### config.mk
export PLATFORM = sky130hd
export DESIGN_NAME = ckl_keying
export DESIGN_NICKNAME = d
export VERILOG_FILES = /design/src/core/ckl_pkg.sv /design/src/core/ckl_keying.sv /design/src/core/ckl_sync.sv
export VERILOG_INCLUDE_DIRS = /design/src /design/src/core
export SDC_FILE = /design/constraint.sdc
export NUM_CORES = 1
export LEC_CHECK = 0
export BUFFER_PORTS_ARGS = -buffer_cell sky130_fd_sc_hd__clkbuf_2
export CAP_MARGIN = 20
export CORE_MARGIN = 4
export CORE_UTILIZATION = 52
export CTS_BUF_LIST = sky130_fd_sc_hd__clkbuf_4
export DETAILED_ROUTE_END_ITERATION = 8
export GPL_TIMING_DRIVEN = 0
export PLACE_DENSITY = 0.84
export SYNTH_ARGS = -nofsm -noshare
export SYNTH_HDL_FRONTEND = slang
export SYNTH_HIERARCHICAL = 1
export SYNTH_SLANG_ARGS = --single-unit
### constraint.sdc
create_clock -name clk -period 4.05 [get_ports clk]
set_input_delay 0.81 -clock clk [delete_from_list [all_inputs] [get_ports clk]]
set_output_delay 0.81 -clock clk [all_outputs]
set_load 0.03 [all_outputs]
### src/core/ckl_cfg.svh
// Offsets, field positions, reset values and counts for the carrier keying logic
`ifndef CKL_CFG_SVH
`define CKL_CFG_SVH

// ==========================================
// Register offsets (byte addresses)
`define CKL_OFS_W          8
`define CKL_OFS_CONFIG     8'h00
`define CKL_OFS_STATUS     8'h04

// ==========================================
// Configuration register fields
`define CKL_CFG_W          13
`define CKL_CFG_RESET      13'h0000
`define CKL_CFG_POL        0
`define CKL_CFG_SCHEME     1
`define CKL_CFG_PLAN       2
`define CKL_CFG_TONES      3
`define CKL_CFG_UP_EN      4
`define CKL_CFG_LO_EN      5
`define CKL_CFG_UP_REST    6
`define CKL_CFG_LO_REST    7
`define CKL_CFG_TRIP_EN    8
`define CKL_CFG_TALK_EN    9
`define CKL_CFG_BOOST_EN   10
`define CKL_CFG_OFF_EN     11
`define CKL_CFG_UNBLK_EN   12

// ==========================================
// Synchronised input vector positions
`define CKL_IN_W           9
`define CKL_IN_TRIP        0
`define CKL_IN_BOOST       1
`define CKL_IN_OFF         2
`define CKL_IN_UNBLK       3
`define CKL_IN_EXT_TALK    4
`define CKL_IN_INT_TALK    5
`define CKL_IN_BTN_LEVEL   6
`define CKL_IN_BTN_UP      7
`define CKL_IN_BTN_LO      8

// ==========================================
// Status register layout, timing counts and bus transfer encoding
`define CKL_STAT_IN_POS    8
`define CKL_SYNC_STAGES    2
`define CKL_HTRANS_NONSEQ  2'h2

`endif

### src/core/ckl_pkg.sv
// Types shared by the carrier keying logic
`include "ckl_cfg.svh"

package ckl_pkg;

  // ==========================================
  // Bus slave phase, one-hot
  typedef enum logic [1:0] {
    CKL_BUS_IDLE  = 2'b01,
    CKL_BUS_WRITE = 2'b10
  } ckl_bus_t;

  // ==========================================
  // Whole state of the keying top level
  typedef struct packed {
    ckl_bus_t                 busPhase;
    logic [`CKL_OFS_W-1:0]    wrOffset;
    logic [`CKL_CFG_W-1:0]    cfgBits;
    logic [31:0]              readData;
    logic                     highLevelOut;
    logic                     upperShiftOut;
    logic                     lowerShiftOut;
    logic                     talkKeyOut;
    logic                     transmitKeyOut;
    logic                     upperContactOut;
    logic                     lowerContactOut;
    logic                     highPowerLevel;
  } ckl_state_t;

endpackage

### src/core/ckl_keying.sv
// Carrier keying logic top level with AHB-Lite register slave
`timescale 1ns/1ps
`default_nettype none

module ckl_keying
  import ckl_pkg::*;
#(
  parameter int ADDR_W = 32
) (
  input  wire logic              clk,
  input  wire logic              rst_b,
  // AHB-Lite slave
  input  wire logic              hsel,
  input  wire logic [ADDR_W-1:0] haddr,
  input  wire logic [1:0]        htrans,
  input  wire logic              hwrite,
  input  wire logic [2:0]        hsize,
  input  wire logic              hready,
  input  wire logic [31:0]       hwdata,
  output logic                   hreadyout,
  output logic                   hresp,
  output logic      [31:0]       hrdata,
  // Isolated keying inputs, active high when energised
  input  wire logic              directTransferTripKey,
  input  wire logic              breakerAuxPowerBoost,
  input  wire logic              powerOffKey,
  input  wire logic              unblockKey,
  input  wire logic              extTalkKey,
  input  wire logic              intTalkKey,
  // Front panel buttons, active high while pressed
  input  wire logic              highLevelTestButton,
  input  wire logic              upperShiftTestButton,
  input  wire logic              lowerShiftTestButton,
  // Keying commands to the transmitter
  output logic                   highLevelOut,
  output logic                   upperShiftOut,
  output logic                   lowerShiftOut,
  output logic                   talkKeyOut,
  output logic                   transmitKeyOut,
  output logic                   upperContactOut,
  output logic                   lowerContactOut,
  output logic                   highPowerLevel
);

  // ==========================================
  // Functions

  // Contact drive: off when disabled, else shift or its complement
  // An enabled closed-at-rest contact reads closed whenever its shift is idle
  // Disabled contacts stay open in either rest setting
  function automatic logic contactDrive(
    input logic enable,
    input logic closedAtRest,
    input logic shift
  );
    contactDrive = enable & (shift ^ closedAtRest);
  endfunction

  // Read multiplexer; unmapped offsets read as zero
  function automatic logic [31:0] regRead(
    input logic [`CKL_OFS_W-1:0] offset,
    input logic [`CKL_CFG_W-1:0] cfgBits,
    input logic [7:0]            outBits,
    input logic [`CKL_IN_W-1:0]  inBits
  );
    logic [31:0] word;
    word = 32'h0000_0000;
    case (offset)
      `CKL_OFS_CONFIG: begin
        word[`CKL_CFG_W-1:0] = cfgBits;
      end
      `CKL_OFS_STATUS: begin
        word[7:0] = outBits;
        word[`CKL_STAT_IN_POS +: `CKL_IN_W] = inBits;
      end
      default: begin
        word = 32'h0000_0000;
      end
    endcase
    regRead = word;
  endfunction

  // ==========================================
  // State and synchronised inputs

  ckl_state_t             s;
  ckl_state_t             next_s;
  logic [`CKL_IN_W-1:0]   rawIn;
  logic [`CKL_IN_W-1:0]   syncIn;

  // Gather pins in vector order
  always_comb begin
    rawIn                    = '0;
    rawIn[`CKL_IN_TRIP]      = directTransferTripKey;
    rawIn[`CKL_IN_BOOST]     = breakerAuxPowerBoost;
    rawIn[`CKL_IN_OFF]       = powerOffKey;
    rawIn[`CKL_IN_UNBLK]     = unblockKey;
    rawIn[`CKL_IN_EXT_TALK]  = extTalkKey;
    rawIn[`CKL_IN_INT_TALK]  = intTalkKey;
    rawIn[`CKL_IN_BTN_LEVEL] = highLevelTestButton;
    rawIn[`CKL_IN_BTN_UP]    = upperShiftTestButton;
    rawIn[`CKL_IN_BTN_LO]    = lowerShiftTestButton;
  end

  // Two flip-flops on every pin before any decode
  ckl_sync #(
    .WIDTH (`CKL_IN_W)
  ) u_sync (
    .clk   (clk),
    .rst_b (rst_b),
    .din   (rawIn),
    .dout  (syncIn)
  );

  // ==========================================
  // Qualified requests

  logic tripReq;
  logic boostReq;
  logic unblockReq;
  logic extTalkReq;
  logic intTalkReq;
  logic phaseScheme;
  logic threeTone;
  logic reversedPolarity;
  logic bothHighPlan;

  // Each request needs its enable bit and an energised input
  // Internal talk has no enable: the adapter is either fitted or absent
  assign tripReq    = s.cfgBits[`CKL_CFG_TRIP_EN] & syncIn[`CKL_IN_TRIP];
  assign boostReq   = s.cfgBits[`CKL_CFG_BOOST_EN] & syncIn[`CKL_IN_BOOST];
  assign unblockReq = s.cfgBits[`CKL_CFG_UNBLK_EN] & syncIn[`CKL_IN_UNBLK];
  assign extTalkReq = s.cfgBits[`CKL_CFG_TALK_EN] & syncIn[`CKL_IN_EXT_TALK];
  assign intTalkReq = syncIn[`CKL_IN_INT_TALK];

  // Mode bits
  // Contact enables are not cleared in a phase scheme; the installer owns
  // that choice, so contacts left enabled keep following their shifts
  assign phaseScheme      = s.cfgBits[`CKL_CFG_SCHEME];
  assign threeTone        = s.cfgBits[`CKL_CFG_TONES];
  assign reversedPolarity = s.cfgBits[`CKL_CFG_POL];
  assign bothHighPlan     = s.cfgBits[`CKL_CFG_PLAN];

  // ==========================================
  // Shift and level decode from relay requests

  logic keyLower;
  logic keyUpper;
  logic keyLevel;
  logic talkWithTrip;
  logic normLevel;

  // Lower shift on trip or unblock in two-tone, on trip only in three-tone
  assign keyLower = threeTone ? tripReq : (tripReq | unblockReq);

  // Two-tone upper is the complement; three-tone upper on unblock alone
  assign keyUpper = threeTone ? (unblockReq & ~tripReq) : ~keyLower;

  // Trip-driven lower shift raises level; phase keying does not
  assign keyLevel = threeTone ? tripReq
                              : (tripReq | (unblockReq & ~phaseScheme));

  // External talk keyed over a trip holds the level down
  // This suppression wins over a power boost as well
  assign talkWithTrip = extTalkReq & tripReq;
  assign normLevel    = (boostReq | keyLevel) & ~talkWithTrip;

  // ==========================================
  // Test buttons override the relay decode

  logic btnLevel;
  logic btnUpper;
  logic btnLower;
  logic shiftUp;
  logic shiftDown;
  logic levelKey;

  assign btnLevel = syncIn[`CKL_IN_BTN_LEVEL];
  assign btnUpper = syncIn[`CKL_IN_BTN_UP];
  assign btnLower = syncIn[`CKL_IN_BTN_LO];

  // Upper button first, then lower, then high level button
  // Buttons touch only shifts and level; talk and transmit keys still follow
  // their inputs so a test never drops a voice or power-off key
  always_comb begin
    if (btnUpper) begin
      shiftUp   = 1'b1;
      shiftDown = 1'b0;
      levelKey  = 1'b0;
    end else if (btnLower) begin
      shiftUp   = 1'b0;
      shiftDown = 1'b1;
      levelKey  = 1'b0;
    end else if (btnLevel) begin
      shiftUp   = 1'b1;
      shiftDown = 1'b0;
      levelKey  = 1'b1;
    end else begin
      shiftUp   = keyUpper;
      shiftDown = keyLower;
      levelKey  = normLevel;
    end
  end

  // ==========================================
  // Bus decode

  logic                  addrPhase;
  logic                  busWrite;
  logic                  busRead;
  logic [`CKL_OFS_W-1:0] busOffset;
  logic [7:0]            outBits;

  // Transfer taken when selected, ready and non-idle
  // A read whose address phase meets a write's data phase sees the old
  // configuration, because the write lands only at the end of its data phase
  assign addrPhase = hsel & hready & htrans[1];
  assign busWrite  = addrPhase & hwrite;
  assign busRead   = addrPhase & ~hwrite;
  assign busOffset = haddr[`CKL_OFS_W-1:0];

  // Output flags as seen in the status register
  assign outBits = {s.highPowerLevel, s.lowerContactOut, s.upperContactOut,
                    s.transmitKeyOut, s.talkKeyOut, s.lowerShiftOut,
                    s.upperShiftOut, s.highLevelOut};

  // ==========================================
  // Next state

  always_comb begin
    next_s = s;

    // Write data phase lands in the configuration register
    case (s.busPhase)
      CKL_BUS_IDLE: begin
        next_s.busPhase = CKL_BUS_IDLE;
      end
      CKL_BUS_WRITE: begin
        if (s.wrOffset == `CKL_OFS_CONFIG) begin
          next_s.cfgBits = hwdata[`CKL_CFG_W-1:0];
        end
        next_s.busPhase = CKL_BUS_IDLE;
      end
      default: begin
        next_s.busPhase = CKL_BUS_IDLE;
      end
    endcase

    // New address phase; read data is ready for the data phase
    if (busWrite) begin
      next_s.busPhase = CKL_BUS_WRITE;
      next_s.wrOffset = busOffset;
    end
    if (busRead) begin
      next_s.readData = regRead(busOffset, s.cfgBits, outBits, syncIn);
    end

    // Keying commands, one edge after the synchroniser output
    // Pin to output latency is three edges in all
    next_s.upperShiftOut  = shiftUp;
    next_s.lowerShiftOut  = shiftDown;
    next_s.highLevelOut   = levelKey;
    next_s.highPowerLevel = levelKey | bothHighPlan;
    next_s.talkKeyOut     = intTalkReq | (extTalkReq & ~boostReq);

    // Power-off input keys the transmitter in either polarity
    next_s.transmitKeyOut = s.cfgBits[`CKL_CFG_OFF_EN]
                          & (syncIn[`CKL_IN_OFF] ^ reversedPolarity);

    // Contacts gated by enable, inverted when closed at rest
    next_s.upperContactOut = contactDrive(s.cfgBits[`CKL_CFG_UP_EN],
                                          s.cfgBits[`CKL_CFG_UP_REST],
                                          shiftUp);
    next_s.lowerContactOut = contactDrive(s.cfgBits[`CKL_CFG_LO_EN],
                                          s.cfgBits[`CKL_CFG_LO_REST],
                                          shiftDown);
  end

  // ==========================================
  // State register, synchronous active-low reset
  // The synchroniser clears as well, so no stale pin key survives release

  always_ff @(posedge clk) begin
    if (!rst_b) begin
      s.busPhase        <= CKL_BUS_IDLE;
      s.wrOffset        <= '0;
      s.cfgBits         <= `CKL_CFG_RESET;
      s.readData        <= 32'h0000_0000;
      s.highLevelOut    <= 1'b0;
      s.upperShiftOut   <= 1'b0;
      s.lowerShiftOut   <= 1'b0;
      s.talkKeyOut      <= 1'b0;
      s.transmitKeyOut  <= 1'b0;
      s.upperContactOut <= 1'b0;
      s.lowerContactOut <= 1'b0;
      s.highPowerLevel  <= 1'b0;
    end else begin
      s <= next_s;
    end
  end

  // ==========================================
  // Outputs

  // Zero wait states, always OKAY
  // Nothing in this slave can stall, so hreadyout is a constant
  assign hreadyout = 1'b1;
  assign hresp     = 1'b0;
  assign hrdata    = s.readData;

  // Keying commands straight from flip-flops
  assign highLevelOut    = s.highLevelOut;
  assign upperShiftOut   = s.upperShiftOut;
  assign lowerShiftOut   = s.lowerShiftOut;
  assign talkKeyOut      = s.talkKeyOut;
  assign transmitKeyOut  = s.transmitKeyOut;
  assign upperContactOut = s.upperContactOut;
  assign lowerContactOut = s.lowerContactOut;
  assign highPowerLevel  = s.highPowerLevel;

endmodule
`default_nettype wire

### src/core/ckl_sync.sv
// Multi-bit two-stage input synchroniser
`timescale 1ns/1ps
`default_nettype none

module ckl_sync #(
  parameter int WIDTH = 1
) (
  input  wire logic             clk,
  input  wire logic             rst_b,
  input  wire logic [WIDTH-1:0] din,
  output logic      [WIDTH-1:0] dout
);

  typedef struct packed {
    logic [WIDTH-1:0] stage1;
    logic [WIDTH-1:0] stage2;
  } ckl_sync_state_t;

  ckl_sync_state_t s;
  ckl_sync_state_t next_s;

  // First stage feeds only the second stage
  always_comb begin
    next_s        = s;
    next_s.stage1 = din;
    next_s.stage2 = s.stage1;
  end

  // Synchronous clear to zero
  always_ff @(posedge clk) begin
    if (!rst_b) begin
      s <= '0;
    end else begin
      s <= next_s;
    end
  end

  assign dout = s.stage2;

endmodule
`default_nettype wire

==> impl_results.md <==
* Status: completed
* TritonCTS clock tree: done
* Post_cts resized at 0
* Compound-gate portion of the synthesized area at 14.4%
* Clk buf depth at 2
* Combinational power share at 8.3%
* Count of unique library cells instantiated by Yosys at 40
* H-tree Lvls at 3
* Die Y at 79.9 um
* Leak at 1.69 nW
* Switch share at between 20% and 30%
* Slew headroom at 64.7%
* Worst VDD drop at 0.242 mV
* Antenna-violating nets left at 0
* Type of the worst setup path: input pin to register
* Synth top area share at 49.2%
* Hold slack at 0.453 ns
* RSZ-0062 raised after global routing: false
* Post-synth top cells: dfxtp_1 (66), buf_4 (34), nor2b_1 (20)
* Hold Path Class: register to register
* Multiplexer share of the synthesized area at 4.84%
* Port Buffers at 60
* Grt met2 use at between 20% and 30%
* Post-synth ARST share at 0%
* Antenna diode count at 0
* Int Pwr at 0.000877 W
* Final setup violation count at 0
* Vias per cell at 4.73
* Vias in the first global route at 1842
* Part of the power in registers at 58.5%
* Setup Buffers After CTS at 0
* Root buf cell: clkbuf_4
* GR Util All Layers at 17.3%
* Cells after synthesis at between 200 and 300
* Layout cells sized above 1 at 40.6%
* Fin. Hold Viols at 0
* Iteration-0 DRC Markers at about 120
* Initial core utilization at 55.4%
* NetSw at 0.000262 W
* Power density cells at 351 mW/mm2
* Worst-path clk slew at 0.09 ns
* Final period utilization at 48.5%
* Max-slew violations at 0
* CP Data Required Time at about 4.4 ns
* Setup TNS at 0 ns
* Register area share after synthesis at roughly half
* CP Capture Type: register
* Largest family of logic cells by synthesized area: simple AND/OR/NAND/NOR gates
* Synthesized area at approximately 0.0027 mm2
* Final nets at 421
* Hold Buf Count CTS at 0
* GR Util met3 at 6.32%
* Met1 Resource Use GR at 19.3%
* Initial antenna violation count at 0
* Area Growth Syn to Fin at 20.7%
* Predominant post-synthesis flop cell: dfxtp_1
* Number of synthesized register bits at 66
* Drt pass-1 iters at 4
* Post-synth EDFFs at 0
* Fin crit period at 1.96 ns
* Placeable Area at 0.00485 mm2
* First-pass GRT wire length at 8300 um
* Die Area at about 0.0064 mm2
* Mean Syn Cell Area at 10.7 um2
* Clock buffer count from CTS at 9
* Peak fanout along the critical path at 10
* Layout Skew at 0.00975 ns
* Startpoint types: input pin
* Synth Area in Simple Gates at 18.3%
* Via count at 1935
* Post-synth top area cell: dfxtp_1
* XOR/XNOR share of the synthesized area at less than 1%
* Count leader, synth: dfxtp_1
* Fillers at 409
* # clock sinks at 66
* Clk pwr share at 33.2%
* Number of max-cap violations at 0
* Adder-Cell Fraction of Synth Area at 0%
* Die Wd at 79.9 um
* Post-Route WL at 5080 um
* Largest net degree at the start of global routing at 11
* Slew @ Worst Pin at 0.526 ns
* Drt wl/cell at 12.4 um
* Final Wtd Congestion at 0.820
* Area contributors post-synth: dfxtp_1 (49%), buf_4 (9.5%), mux2i_1 (4.8%)
* Drt drc at 0
* Worst EP arrival at 2.29 ns
* Grt total ovfl at 0
* # rows at 25
* F_max at 0.510 GHz
* Number of synthesis warnings at 6
* Dpl hpwl at approximately 4000 um
* Global routing's busiest layer: met2
* Worst-Skew Late Latency at 0.38 ns
* Num ports at 125
==> worst max-delay path, cell delays in order <==
cell and delay [ns]:
clkbuf_2 0.09, or4_4 0.58, nor4_4 0.40, buf_6 0.20, a22o_2 0.14, a21o_1 0.08
==> final cells by class <==
| class | count | area [um2] | area share [%] |
|---|---|---|---|
| inverter | 1 | 3.75 | 0.116 |
| timing repair buffer | 60 | 300 | 9.26 |
| buffer | 44 | 318 | 9.80 |
| tap | 67 | 83.8 | 2.58 |
| sequential | 66 | 1320 | 40.7 |
| clock inverter | 6 | 48.8 | 1.50 |
| multi-input combinational | 156 | 1100 | 33.9 |
| clock buffer | 9 | 67.6 | 2.08 |
==> placed cells by master (no fill, tap or decap), types with 10 or more instances in the layout <==
master    instances
mux2i_1          13
nand2_1          18
nor2b_1          20
a22o_2           10
dfxtp_1          66
a21o_1           14
clkbuf_2         60
buf_4            34
and2_2           14
conb_1           17
==> metal layers <==
layer,vias to the layer above,share of wire (%),routed length [um]
li1,997,-,-
met1,890,42,2120
met2,41,51,2580
met3,7,6.2,316
met4,0,1.3,64
met5,-,0,0
==> through the flow <==
| step | setup slack [ns] | power (W) | util (%) | cells | area, um2 |
|---|---|---|---|---|---|
| after floorplan | 1.93 | 0.000745 | - | 267 | 2740 |
| after global placement | 1.72 | 0.000774 | 64.5 | 394 | 3130 |
| after detailed placement | 1.68 | 0.000776 | 64.5 | 394 | 3130 |
| after CTS | 2.11 | 0.00115 | 66.9 | 409 | 3240 |
| after global routing | 2.01 | 0.00119 | 66.9 | 409 | 3240 |
| final | 2.09 | 0.00114 | 66.9 | 409 | 3240 |
==> path summary, 6_finish.rpt <==
check / from / end / slack (ns) / depth (start not counted)
min reg2reg: u_sync/next_s[5] / u_sync/dout[5] / 0.45 / 1
min: u_sync/next_s[5] / u_sync/dout[5] / 0.45 / 1
max: haddr[4] / hrdata[9] / 2.09 / 6
max reg2reg: s[53] / s[50] / 2.43 / 5
==> logic make-up (layout without fill, tap and decap cells) <==
| family | Yosys count | in the layout |
|---|---|---|
| other cells | 2 | 17 |
| simple gates | 76 | 76 |
| xor+xnor | 3 | 3 |
| compound gates | 47 | 47 |
| flops | 66 | 66 |
| mux | 13 | 13 |
| buf+inv | 45 | 120 |
==> state kept, by name, indices dropped and copies added, names as in the netlist <==
signal	cells
talkKeyOut	1
lowerShiftOut	1
hrdata	17
phaseScheme	1
upperShiftOut	1
u_sync/dout	9
s	20
upperContactOut	1
reversedPolarity	1
u_sync/next_s	9
highLevelOut	1
lowerContactOut	1
bothHighPlan	1
highPowerLevel	1
transmitKeyOut	1
==> power groups by stage <==
stage	Combinational (W)	Clock [W]	Sequential (W)
6_report	0.0000944	0.000378	0.000667
5_1_grt	0.000104	0.000418	0.000668
4_1_cts	0.0000944	0.000389	0.000667
3_5_place_dp	0.0000941	0	0.000682
3_3_place_gp	0.0000927	0	0.000682
2_1_floorplan	0.0000617	0	0.000683
(Power assumes the default switching activity.)
